==> config.mk <==
export PLATFORM = sky130hd
export DESIGN_NAME = ocrp_top
export DESIGN_NICKNAME = d
export VERILOG_FILES = /design/src/ocrp_pkg.sv /design/src/ocrp_irq.sv /design/src/ocrp_top.sv
export SDC_FILE = /design/constraint.sdc
export NUM_CORES = 1
export LEC_CHECK = 0
export BUFFER_PORTS_ARGS = -buffer_cell sky130_fd_sc_hd__buf_2
export CELL_PAD_IN_SITES_DETAIL_PLACEMENT = 1
export CELL_PAD_IN_SITES_GLOBAL_PLACEMENT = 2
export CORE_MARGIN = 2
export CORE_UTILIZATION = 40
export DETAILED_ROUTE_END_ITERATION = 10
export GPL_ROUTABILITY_DRIVEN = 0
export PLACE_DENSITY = 0.77
export SLEW_MARGIN = 40
export SYNTH_ARGS = -nofsm -noshare
export SYNTH_HDL_FRONTEND = slang
export SYNTH_HIERARCHICAL = 1
export SYNTH_SLANG_ARGS = --single-unit
==> constraint.sdc <==
create_clock -name core_clk -period 12.4 [get_ports core_clk]
set_clock_uncertainty 0.2 [all_clocks]
set_input_delay 1.24 -clock core_clk [delete_from_list [all_inputs] [get_ports core_clk]]
set_output_delay 1.24 -clock core_clk [all_outputs]
set_load 0.01 [all_outputs]
==> src/ocrp_pkg.sv <==
// package: constants and carriers for the offboard command/response post block
package ocrp_pkg;

  // ****************************************************************
  // register map (word index; byte address = index * 4 not used here)
  // ****************************************************************
  localparam logic [3:0] REG_CTRL = 4'h0;
  localparam logic [3:0] REG_RSP_PTR = 4'h1;
  localparam logic [3:0] REG_ONB_RSP_ADDR = 4'h2;
  localparam logic [3:0] REG_ERR_LVL_VEC = 4'h3;
  localparam logic [3:0] REG_STATUS = 4'h4;
  localparam logic [3:0] REG_IRQ_STAT = 4'h5;
  localparam logic [3:0] REG_IRQ_MASK = 4'h6;
  localparam logic [3:0] REG_RSP_STATUS = 4'h7;
  localparam logic [3:0] REG_SLOT_CTRL = 4'h8;
  localparam logic [3:0] REG_SLOT_ADDR = 4'h9;

  // ****************************************************************
  // field positions
  // ****************************************************************
  localparam int SLOT_FETCH_BIT = 4;
  localparam int SLOT_OWN_BIT = 15;
  localparam int RSP_VALID_BIT = 15;
  localparam int INIT_WORD_ONB_RSP = 6;
  localparam int IRQ_W = 4;
  localparam int IRQ_DONE = 0;
  localparam int IRQ_FETCH_ERR = 1;
  localparam int IRQ_POST_ERR = 2;
  localparam int IRQ_TGT_ERR = 3;

  // ****************************************************************
  // reset values and error codes
  // ****************************************************************
  localparam logic [31:0] RST_WORD = 32'h0000_0000;
  localparam logic [7:0] ERR_NONE = 8'h00;
  localparam logic [7:0] ERR_FETCH_BERR = 8'h01;
  localparam logic [7:0] ERR_POST_BERR = 8'h02;
  localparam logic [7:0] ERR_TARGET = 8'h03;

  typedef enum logic [2:0] {
    OCRP_IDLE = 3'b000,
    OCRP_FETCH = 3'b001,
    OCRP_EXEC = 3'b010,
    OCRP_POST = 3'b011,
    OCRP_ONB = 3'b100,
    OCRP_IRQ = 3'b101
  } ocrp_state_t;

  // dma request toward the bus mover
  typedef struct packed {
    logic req;
    logic wr;
    logic [31:0] addr;
    logic [15:0] len;
  } ocrp_dma_req_t;

  // dma answer from the bus mover
  typedef struct packed {
    logic done;
    logic berr;
  } ocrp_dma_rsp_t;

endpackage

==> src/ocrp_irq.sv <==
// interrupt status, mask and level output
`timescale 1ns/1ps

module ocrp_irq #(
  parameter int W = 4
) (
  input wire logic core_clk,
  input wire logic rst_n,
  input wire logic [W-1:0] event_set,
  input wire logic clr_we,
  input wire logic mask_we,
  input wire logic [W-1:0] wdata,
  output logic [W-1:0] status,
  output logic [W-1:0] mask,
  output logic irq
);

  typedef struct packed {
    logic [W-1:0] stat;
    logic [W-1:0] mask;
  } ocrp_irq_st_t;

  ocrp_irq_st_t s_q;
  ocrp_irq_st_t s_d;

  always_comb begin
    s_d = s_q;
    // set wins over a write-one clear in the same cycle
    if (clr_we) begin
      s_d.stat = s_q.stat & ~wdata;
    end
    s_d.stat = s_d.stat | event_set;
    if (mask_we) begin
      s_d.mask = wdata;
    end
  end

  always_ff @(posedge core_clk or negedge rst_n) begin
    if (!rst_n) begin
      s_q <= '0;
    end else begin
      s_q <= s_d;
    end
  end

  assign status = s_q.stat;
  assign mask = s_q.mask;
  assign irq = |(s_q.stat & s_q.mask);

endmodule

==> src/ocrp_top.sv <==
// command fetch and response posting engine with register port
`timescale 1ns/1ps

module ocrp_top #(
  parameter logic [15:0] ENTRY_LEN = 16'h0018
) (
  input wire logic core_clk,
  input wire logic rst_n,
  // register port
  input wire logic [3:0] reg_addr,
  input wire logic [31:0] reg_wdata,
  input wire logic reg_we,
  input wire logic reg_re,
  output logic [31:0] reg_rdata,
  // dma mover
  output ocrp_pkg::ocrp_dma_req_t dma_req,
  input wire ocrp_pkg::ocrp_dma_rsp_t dma_rsp,
  // command execution engine
  output logic exec_start,
  input wire logic exec_done,
  input wire logic exec_target_err,
  // onboard response copy strobe and error level/vector for the host irq
  output logic onb_copy,
  output logic [31:0] onb_copy_addr,
  output logic [7:0] irq_level_vector,
  output logic irq
);

  initial begin
    if (ENTRY_LEN == 16'h0000) begin
      $error("ENTRY_LEN must be non-zero");
    end
  end

  // ****************************************************************
  // reset release
  // ****************************************************************
  logic rs1_q;
  logic rs2_q;
  always_ff @(posedge core_clk or negedge rst_n) begin
    if (!rst_n) begin
      rs1_q <= 1'b0;
      rs2_q <= 1'b0;
    end else begin
      rs1_q <= 1'b1;
      rs2_q <= rs1_q;
    end
  end

  // ****************************************************************
  // state
  // ****************************************************************
  typedef struct packed {
    ocrp_pkg::ocrp_state_t st;
    logic [15:0] slot_ctrl;
    logic [31:0] slot_addr;
    logic [31:0] rsp_ptr;
    logic [31:0] rsp_ptr_act;
    logic [31:0] onb_rsp_addr;
    logic [7:0] err_lv;
    logic [15:0] rsp_status;
    logic [7:0] err_code;
    logic dma_busy;
    logic [31:0] rdata;
    ocrp_pkg::ocrp_dma_req_t dma;
    logic exec_go;
    logic copy;
    logic [31:0] copy_addr;
    logic [7:0] lv_out;
    logic init_pend;
  } ocrp_st_t;

  ocrp_st_t s_q;
  ocrp_st_t s_d;

  logic [ocrp_pkg::IRQ_W-1:0] ev;
  logic [ocrp_pkg::IRQ_W-1:0] irq_stat;
  logic [ocrp_pkg::IRQ_W-1:0] irq_mask;
  logic clr_we;
  logic mask_we;

  assign clr_we = reg_we && reg_addr == ocrp_pkg::REG_IRQ_STAT;
  assign mask_we = reg_we && reg_addr == ocrp_pkg::REG_IRQ_MASK;

  ocrp_irq #(
    .W(ocrp_pkg::IRQ_W)
  ) u_irq (
    .core_clk(core_clk),
    .rst_n(rs2_q),
    .event_set(ev),
    .clr_we(clr_we),
    .mask_we(mask_we),
    .wdata(reg_wdata[ocrp_pkg::IRQ_W-1:0]),
    .status(irq_stat),
    .mask(irq_mask),
    .irq(irq)
  );

  logic rsp_valid;
  assign rsp_valid = s_q.rsp_status[ocrp_pkg::RSP_VALID_BIT];

  always_comb begin
    s_d = s_q;
    ev = '0;
    s_d.exec_go = 1'b0;
    s_d.copy = 1'b0;
    s_d.dma.req = 1'b0;
    s_d.rdata = 32'h0000_0000;

    // ****************************************************************
    // register writes
    // ****************************************************************
    if (reg_we) begin
      unique case (reg_addr)
        ocrp_pkg::REG_CTRL: begin
          // controller init latches the pointer in force
          if (reg_wdata[0]) begin
            s_d.init_pend = 1'b1;
          end
        end
        ocrp_pkg::REG_RSP_PTR: s_d.rsp_ptr = reg_wdata;
        ocrp_pkg::REG_ONB_RSP_ADDR: s_d.onb_rsp_addr = reg_wdata;
        ocrp_pkg::REG_ERR_LVL_VEC: s_d.err_lv = reg_wdata[7:0];
        ocrp_pkg::REG_RSP_STATUS: begin
          // host clears valid; error status goes with it
          if (!reg_wdata[ocrp_pkg::RSP_VALID_BIT]) begin
            s_d.rsp_status = 16'h0000;
            s_d.err_code = ocrp_pkg::ERR_NONE;
          end
        end
        ocrp_pkg::REG_SLOT_CTRL: s_d.slot_ctrl = reg_wdata[15:0];
        ocrp_pkg::REG_SLOT_ADDR: s_d.slot_addr = reg_wdata;
        default: ;
      endcase
    end

    // ****************************************************************
    // register reads
    // ****************************************************************
    if (reg_re) begin
      unique case (reg_addr)
        ocrp_pkg::REG_CTRL: s_d.rdata = {31'h0, s_q.init_pend};
        ocrp_pkg::REG_RSP_PTR: s_d.rdata = s_q.rsp_ptr;
        ocrp_pkg::REG_ONB_RSP_ADDR: s_d.rdata = s_q.onb_rsp_addr;
        ocrp_pkg::REG_ERR_LVL_VEC: s_d.rdata = {24'h0, s_q.err_lv};
        ocrp_pkg::REG_STATUS: s_d.rdata = {29'h0, s_q.st};
        ocrp_pkg::REG_IRQ_STAT: s_d.rdata = {28'h0, irq_stat};
        ocrp_pkg::REG_IRQ_MASK: s_d.rdata = {28'h0, irq_mask};
        ocrp_pkg::REG_RSP_STATUS: begin
          s_d.rdata = {8'h0, s_q.err_code, s_q.rsp_status};
        end
        ocrp_pkg::REG_SLOT_CTRL: s_d.rdata = {16'h0, s_q.slot_ctrl};
        ocrp_pkg::REG_SLOT_ADDR: s_d.rdata = s_q.slot_addr;
        default: s_d.rdata = 32'h0000_0000;
      endcase
    end

    // ****************************************************************
    // command sequencer
    // ****************************************************************
    unique case (s_q.st)
      ocrp_pkg::OCRP_IDLE: begin
        if (s_q.init_pend) begin
          s_d.rsp_ptr_act = s_q.rsp_ptr;
          s_d.init_pend = 1'b0;
        end else if (s_q.slot_ctrl[ocrp_pkg::SLOT_OWN_BIT] && !rsp_valid) begin
          // wait for the host to free the response block first
          if (s_q.slot_ctrl[ocrp_pkg::SLOT_FETCH_BIT]) begin
            s_d.dma.req = 1'b1;
            s_d.dma.wr = 1'b0;
            s_d.dma.addr = s_q.slot_addr;
            s_d.dma.len = ENTRY_LEN;
            s_d.st = ocrp_pkg::OCRP_FETCH;
          end else begin
            s_d.slot_ctrl[ocrp_pkg::SLOT_OWN_BIT] = 1'b0;
            s_d.exec_go = 1'b1;
            s_d.st = ocrp_pkg::OCRP_EXEC;
          end
        end
      end
      ocrp_pkg::OCRP_FETCH: begin
        if (dma_rsp.done || dma_rsp.berr) begin
          s_d.slot_ctrl[ocrp_pkg::SLOT_OWN_BIT] = 1'b0;
        end
        if (dma_rsp.berr) begin
          // failed fetch: raw entry goes onboard under default level
          s_d.err_code = ocrp_pkg::ERR_FETCH_BERR;
          s_d.lv_out = s_q.err_lv;
          s_d.copy = 1'b1;
          s_d.copy_addr = s_q.onb_rsp_addr;
          ev[ocrp_pkg::IRQ_FETCH_ERR] = 1'b1;
          s_d.st = ocrp_pkg::OCRP_ONB;
        end else if (dma_rsp.done) begin
          s_d.exec_go = 1'b1;
          s_d.st = ocrp_pkg::OCRP_EXEC;
        end
      end
      ocrp_pkg::OCRP_EXEC: begin
        if (exec_done) begin
          s_d.lv_out = 8'h00;
          if (exec_target_err) begin
            s_d.err_code = ocrp_pkg::ERR_TARGET;
            ev[ocrp_pkg::IRQ_TGT_ERR] = 1'b1;
          end
          if (s_q.rsp_ptr_act != 32'h0000_0000) begin
            // target errors post remotely too
            s_d.dma.req = 1'b1;
            s_d.dma.wr = 1'b1;
            s_d.dma.addr = s_q.rsp_ptr_act;
            s_d.dma.len = ENTRY_LEN;
            s_d.st = ocrp_pkg::OCRP_POST;
          end else begin
            s_d.copy = 1'b1;
            s_d.copy_addr = s_q.onb_rsp_addr;
            s_d.st = ocrp_pkg::OCRP_ONB;
          end
        end
      end
      ocrp_pkg::OCRP_POST: begin
        if (dma_rsp.berr) begin
          s_d.err_code = ocrp_pkg::ERR_POST_BERR;
          s_d.copy = 1'b1;
          s_d.copy_addr = s_q.onb_rsp_addr;
          ev[ocrp_pkg::IRQ_POST_ERR] = 1'b1;
          s_d.st = ocrp_pkg::OCRP_ONB;
        end else if (dma_rsp.done) begin
          s_d.st = ocrp_pkg::OCRP_IRQ;
        end
      end
      ocrp_pkg::OCRP_ONB: begin
        s_d.st = ocrp_pkg::OCRP_IRQ;
      end
      ocrp_pkg::OCRP_IRQ: begin
        // done interrupt only after data has landed; error bits are set earlier, on the error or exec_done cycle
        s_d.rsp_status[ocrp_pkg::RSP_VALID_BIT] = 1'b1;
        ev[ocrp_pkg::IRQ_DONE] = 1'b1;
        s_d.st = ocrp_pkg::OCRP_IDLE;
      end
      default: s_d.st = ocrp_pkg::OCRP_IDLE;
    endcase
  end

  always_ff @(posedge core_clk or negedge rs2_q) begin
    if (!rs2_q) begin
      s_q <= '0;
    end else begin
      s_q <= s_d;
    end
  end

  assign reg_rdata = s_q.rdata;
  assign dma_req = s_q.dma;
  assign exec_start = s_q.exec_go;
  assign onb_copy = s_q.copy;
  assign onb_copy_addr = s_q.copy_addr;
  assign irq_level_vector = s_q.lv_out;

endmodule

# Yosys cells after proc, flatten, opt, wreduce, memory -nomap -nowiden
# Cells that the tools add are included.
# W data, S select, Z words.
op_classes:
  eq_ne: 25
  n_mux: 57
  bitwise: 4
  n_reduce_logical: 25
ops:
  columns: ["op", "count"]
  rows:
  - ["$pmux W32 S10", 1]
  - ["$mux W50", 3]
  - ["$mux W51", 2]
  - ["$pmux W50 S2", 1]
  - ["$pmux W33 S3", 1]
  - ["$mux W32", 3]
  - ["$mux W41", 2]
  - ["$mux W80", 1]
  - ["$mux W24", 3]
  - ["$mux W33", 2]
  - ["$mux W8", 4]
  - ["$reduce_bool A32 Y1", 1]
  - ["$pmux W8 S3", 1]
  - ["$mux W1", 18]
  - ["$mux W3", 6]
  - ["$eq A4 B3 Y1 const B", 4]
  - ["$mux W16", 1]
  - ["$ne A2 B2 Y1 const B", 8]
  - ["$pmux W8 S2", 1]
  - ["$pmux W3 S5", 1]
  - ["$mux W4", 3]
  - ["$reduce_and A2 Y1", 6]
  - ["$reduce_and A5 Y1", 2]
  - ["$and A4 B4 Y4", 2]
  - ["other kinds (22)", 34]
word_totals:
  ff_bits: 299
  in_bits: 44
  output_inout_bits: 125
  wordCells: 135

# Logic depth before layout (Yosys ltp)
logic_depth:
  word_depth: 7
  depth_mapped: 7
  mapped_depth_nobuf: 5

# By module
# The synthesis kept the hierarchy.
by_module_without_submodules:
  columns: ["module", "instances", "cells_each", "area_per_inst_um2", "seq_area_each_um2"]
  rows:
  - ["ocrp_top", 1, 943, 12231.7, 6906.6]
  - ["ocrp_irq", 1, 23, 309.0, 200.2]

# Worst setup path before layout
# Ideal clock, no wire load.
synth_path:
  path_type: "input to register"
  start: "in reg_addr[2]"
  end: "reg s_q[292] (netlist bit)"
  setup_ps: 125
  arrival_ps: 2512
  t_required_ps: 12075
  path_slack_ps: 9564
  cell_stages: 6
  path_buffers: 2
  cell_sequence: "clkbuf_1 > nand2b_1 > nor3_2 > nand2_1 > buf_2 > mux2_2"
synth_via:
  elab_chain_cells: 2
synth_lines:
  columns: ["element", "line", "rtl"]
  rows:
  - ["from (decl)", "ocrp_top.sv:10", "input wire logic [3:0] reg_addr,"]
  - ["$eq A4 B4 Y1", "ocrp_top.sv:114", "unique case (reg_addr)"]
  - ["$reduce_and A2 Y1 (no line)", null, null]
  - ["to (signal assigned)", "ocrp_top.sv:245", "s_q <= '0;"]
  - ["to (signal assigned)", "ocrp_top.sv:247", "s_q <= s_d;"]
  - ["to (decl)", "ocrp_top.sv:73", "ocrp_st_t s_q;"]
# Every way passes these cells.
# A chain may end at the register's enable or synchronous reset.

==> results.ini <==
[sta]
hold_viol=0
hold_ws_ns=0.0948
setup_violations=0
worst_pin_slew_ns=0.683
slew_headroom=0.545
fin_crit_ns=2.97
finalCritPeriodShare=0.240
drv_slew=0
rsz0062_at_grt=no
fin_ws_ns=9.43
fmax_mhz=337
finalSetupTns_ns=0

[critical_path]
setup.worst_path.end=s_q[128]$_DFF_PN0_
r2r_setup_slack_ns=9.61
r2r_start=s_q[208]$_DFFE_PN0P_
end_kind=flip-flop
cp-start-kind=primary input
r2r-end=onb_copy_addr[16]$_DFFE_PN0P_
critical_path_class=primary input to flip-flop
rr_worst_depth=6
required_ns=12.63
crit_fanout=17
crit_path_start=reg_addr[2]
worstPathArrival_ns=3.20

[clock_network]
cts.clk_slew.worst_paths_ns=0.06
clockBufferDepth=3
cts-resized-gates=0
htree_levels=1
post_cts_buffers=0
hold_buffers=0
cts_buffers=30
cts_root_buffer=clkbuf_16
clock_latency_ns=0.55
cts_num_sinks=284
cts_tree=yes

[layout]
finalNonFillerCells=1422
num_antenna_cells=0
fillCellCount=3208
final_util=0.453
fin_nets=1047
area_growth_pct=11.2
drive_gt1_frac=0.403
fin_area_um2=13900

[logic_synthesis]
synthAdderAreaFrac=0
ys_seq_area_frac=0.567
yosys.area.top_type=dfrtp_1
synth_area_um2=12500
post-synth-top-count-cell=dfrtp_1
ys_types=48
avgSynthCellArea_um2=13.0
synth_compound_area_frac=0.108
yosys_warnings=6
netlist_top_cells_area=dfrtp_1, mux2_2, buf_4
synth_commonest_cells=dfrtp_1, mux2_2, buf_4, nand2_1, a22oi_1
ys_ff_latch=284
synth-simple-area-share=0.0478
synth_edf_count=0
synth_cells=966
synth_top_family_by_area=multiplexers
synth_async_sr_flop_share=1.00
synthMuxAreaShare=0.183
yosysTopAreaCellShare=0.567
yosys_most_used_dff=dfrtp_1
synthXorXnorAreaFrac=0

[detailed_routing]
drt_wl_total_um=31800
wire_per_inst_um=22.4
num_vias=7698
drt_pass1_iterations=6
drc=0
ant_nets=0
vias_per_cell=5.41
first_iter_violations=583

[power]
p_per_area_nw_per_um2=215
finalPower_mw=2.99
peakVddDrop_v=0.000104
leakage_nw=6.90

[floorplanning]
core_um2=30700
die_area_um2=32800
die_height_um=181
initial_core_util=0.408
pin_count=169
row_count=64
die_w_um=181

[global_routing]
antenna_found_initial=3
grt_usage=0.196
grt_pass1_vias=8454
grt_max_degree=104
grt_overflow=0
grt_pass1_wl_um=50200

[worst_hold_path]
worst_hold_path_type=flip-flop to async pin

[run_status]
status=complete, no violations

[place]
pre_cts_ws_ns=8.83
place_inst=1367
place_area_um2=12900
hpwl_um=20500
port_buffers=154

[run]
maxCapViolCount=0

-- worst min path at each step --
stage                                from                 endpoint  slack [ns]  depth (start not counted)
after detailed placement  rs2_q$_DFF_PN0_  dma_req[42]$_DFFE_PN0P_        0.11                          0
after CTS                 rs2_q$_DFF_PN0_  dma_req[42]$_DFFE_PN0P_        0.12                          0
after global routing      rs2_q$_DFF_PN0_  dma_req[42]$_DFFE_PN0P_        0.14                          0
after floorplan           rs1_q$_DFF_PN0_          rs2_q$_DFF_PN0_        0.13                          0
after global placement    rs2_q$_DFF_PN0_   dma_req[4]$_DFFE_PN0P_        0.10                          0
final                     rs2_q$_DFF_PN0_   dma_req[4]$_DFFE_PN0P_        0.09                          0
-- registers in the layout (all words and copies together), names as in the netlist --
| name | cells |
|---|---|
| reg_rdata | 32 |
| u_irq/mask | 4 |
| s_q | 164 |
| irq_level_vector | 8 |
| rs1_q | 1 |
| rsp_valid | 1 |
| u_irq/status | 4 |
| rs2_q | 1 |
| exec_start | 1 |
| onb_copy_addr | 32 |
| dma_req | 35 |
| onb_copy | 1 |
-- area by class of cell --
type | instances | area [um^2] | area share
Clock buffer | 46 | 912 | 0.0654
Clock inverter | 9 | 120 | 0.00862
Inverter | 4 | 15.0 | 0.00108
Multi-Input combinational cell | 516 | 4370 | 0.314
Sequential cell | 284 | 7110 | 0.510
Tap cell | 396 | 495 | 0.0355
Timing Repair Buffer | 167 | 912 | 0.0654
-- power by group --
| group | total (mW) | internal (mW) | switching, mW |
|---|---|---|---|
| registers | 1.39 | 1.18 | 0.205 |
| logic | 0.680 | 0.352 | 0.328 |
| clock network | 0.926 | 0.565 | 0.361 |
-- critical path, cell delays in order --
cell,delay (ns)
buf_2,0.35
nor2b_1,0.40
and3_1,0.60
a31oi_1,0.35
and2_1,0.26
-- cells in the final DEF, fill, tap and decap left out, types with 15 or more instances in the layout --
cell	count
a21o_1	37
a21oi_1	26
a22o_1	32
a22oi_1	44
buf_2	154
clkbuf_16	31
conb_1	15
dfrtp_1	283
mux2_2	152
mux2_4	29
nand2_1	42
nor2_1	17
o21ai_0	16
-- layer usage --
metal	global-route usage	share of wire	vias up	wire length (um)
li1	-	-	3411	-
met1	0.280	0.47	4063	15100
met2	0.315	0.46	175	14700
met3	0.0318	0.044	43	1410
met4	0.0423	0.017	6	540
met5	0	0.0012	-	38
-- logic make-up after synthesis --
| family | after synthesis |
|---|---|
| AOI/OAI and AO/OA | 186 |
| and+or+nand+nor | 120 |
| muxes | 195 |
| other | 2 |
| DFF | 284 |
| buffers and inverters | 179 |
(Power assumes the default switching activity.)
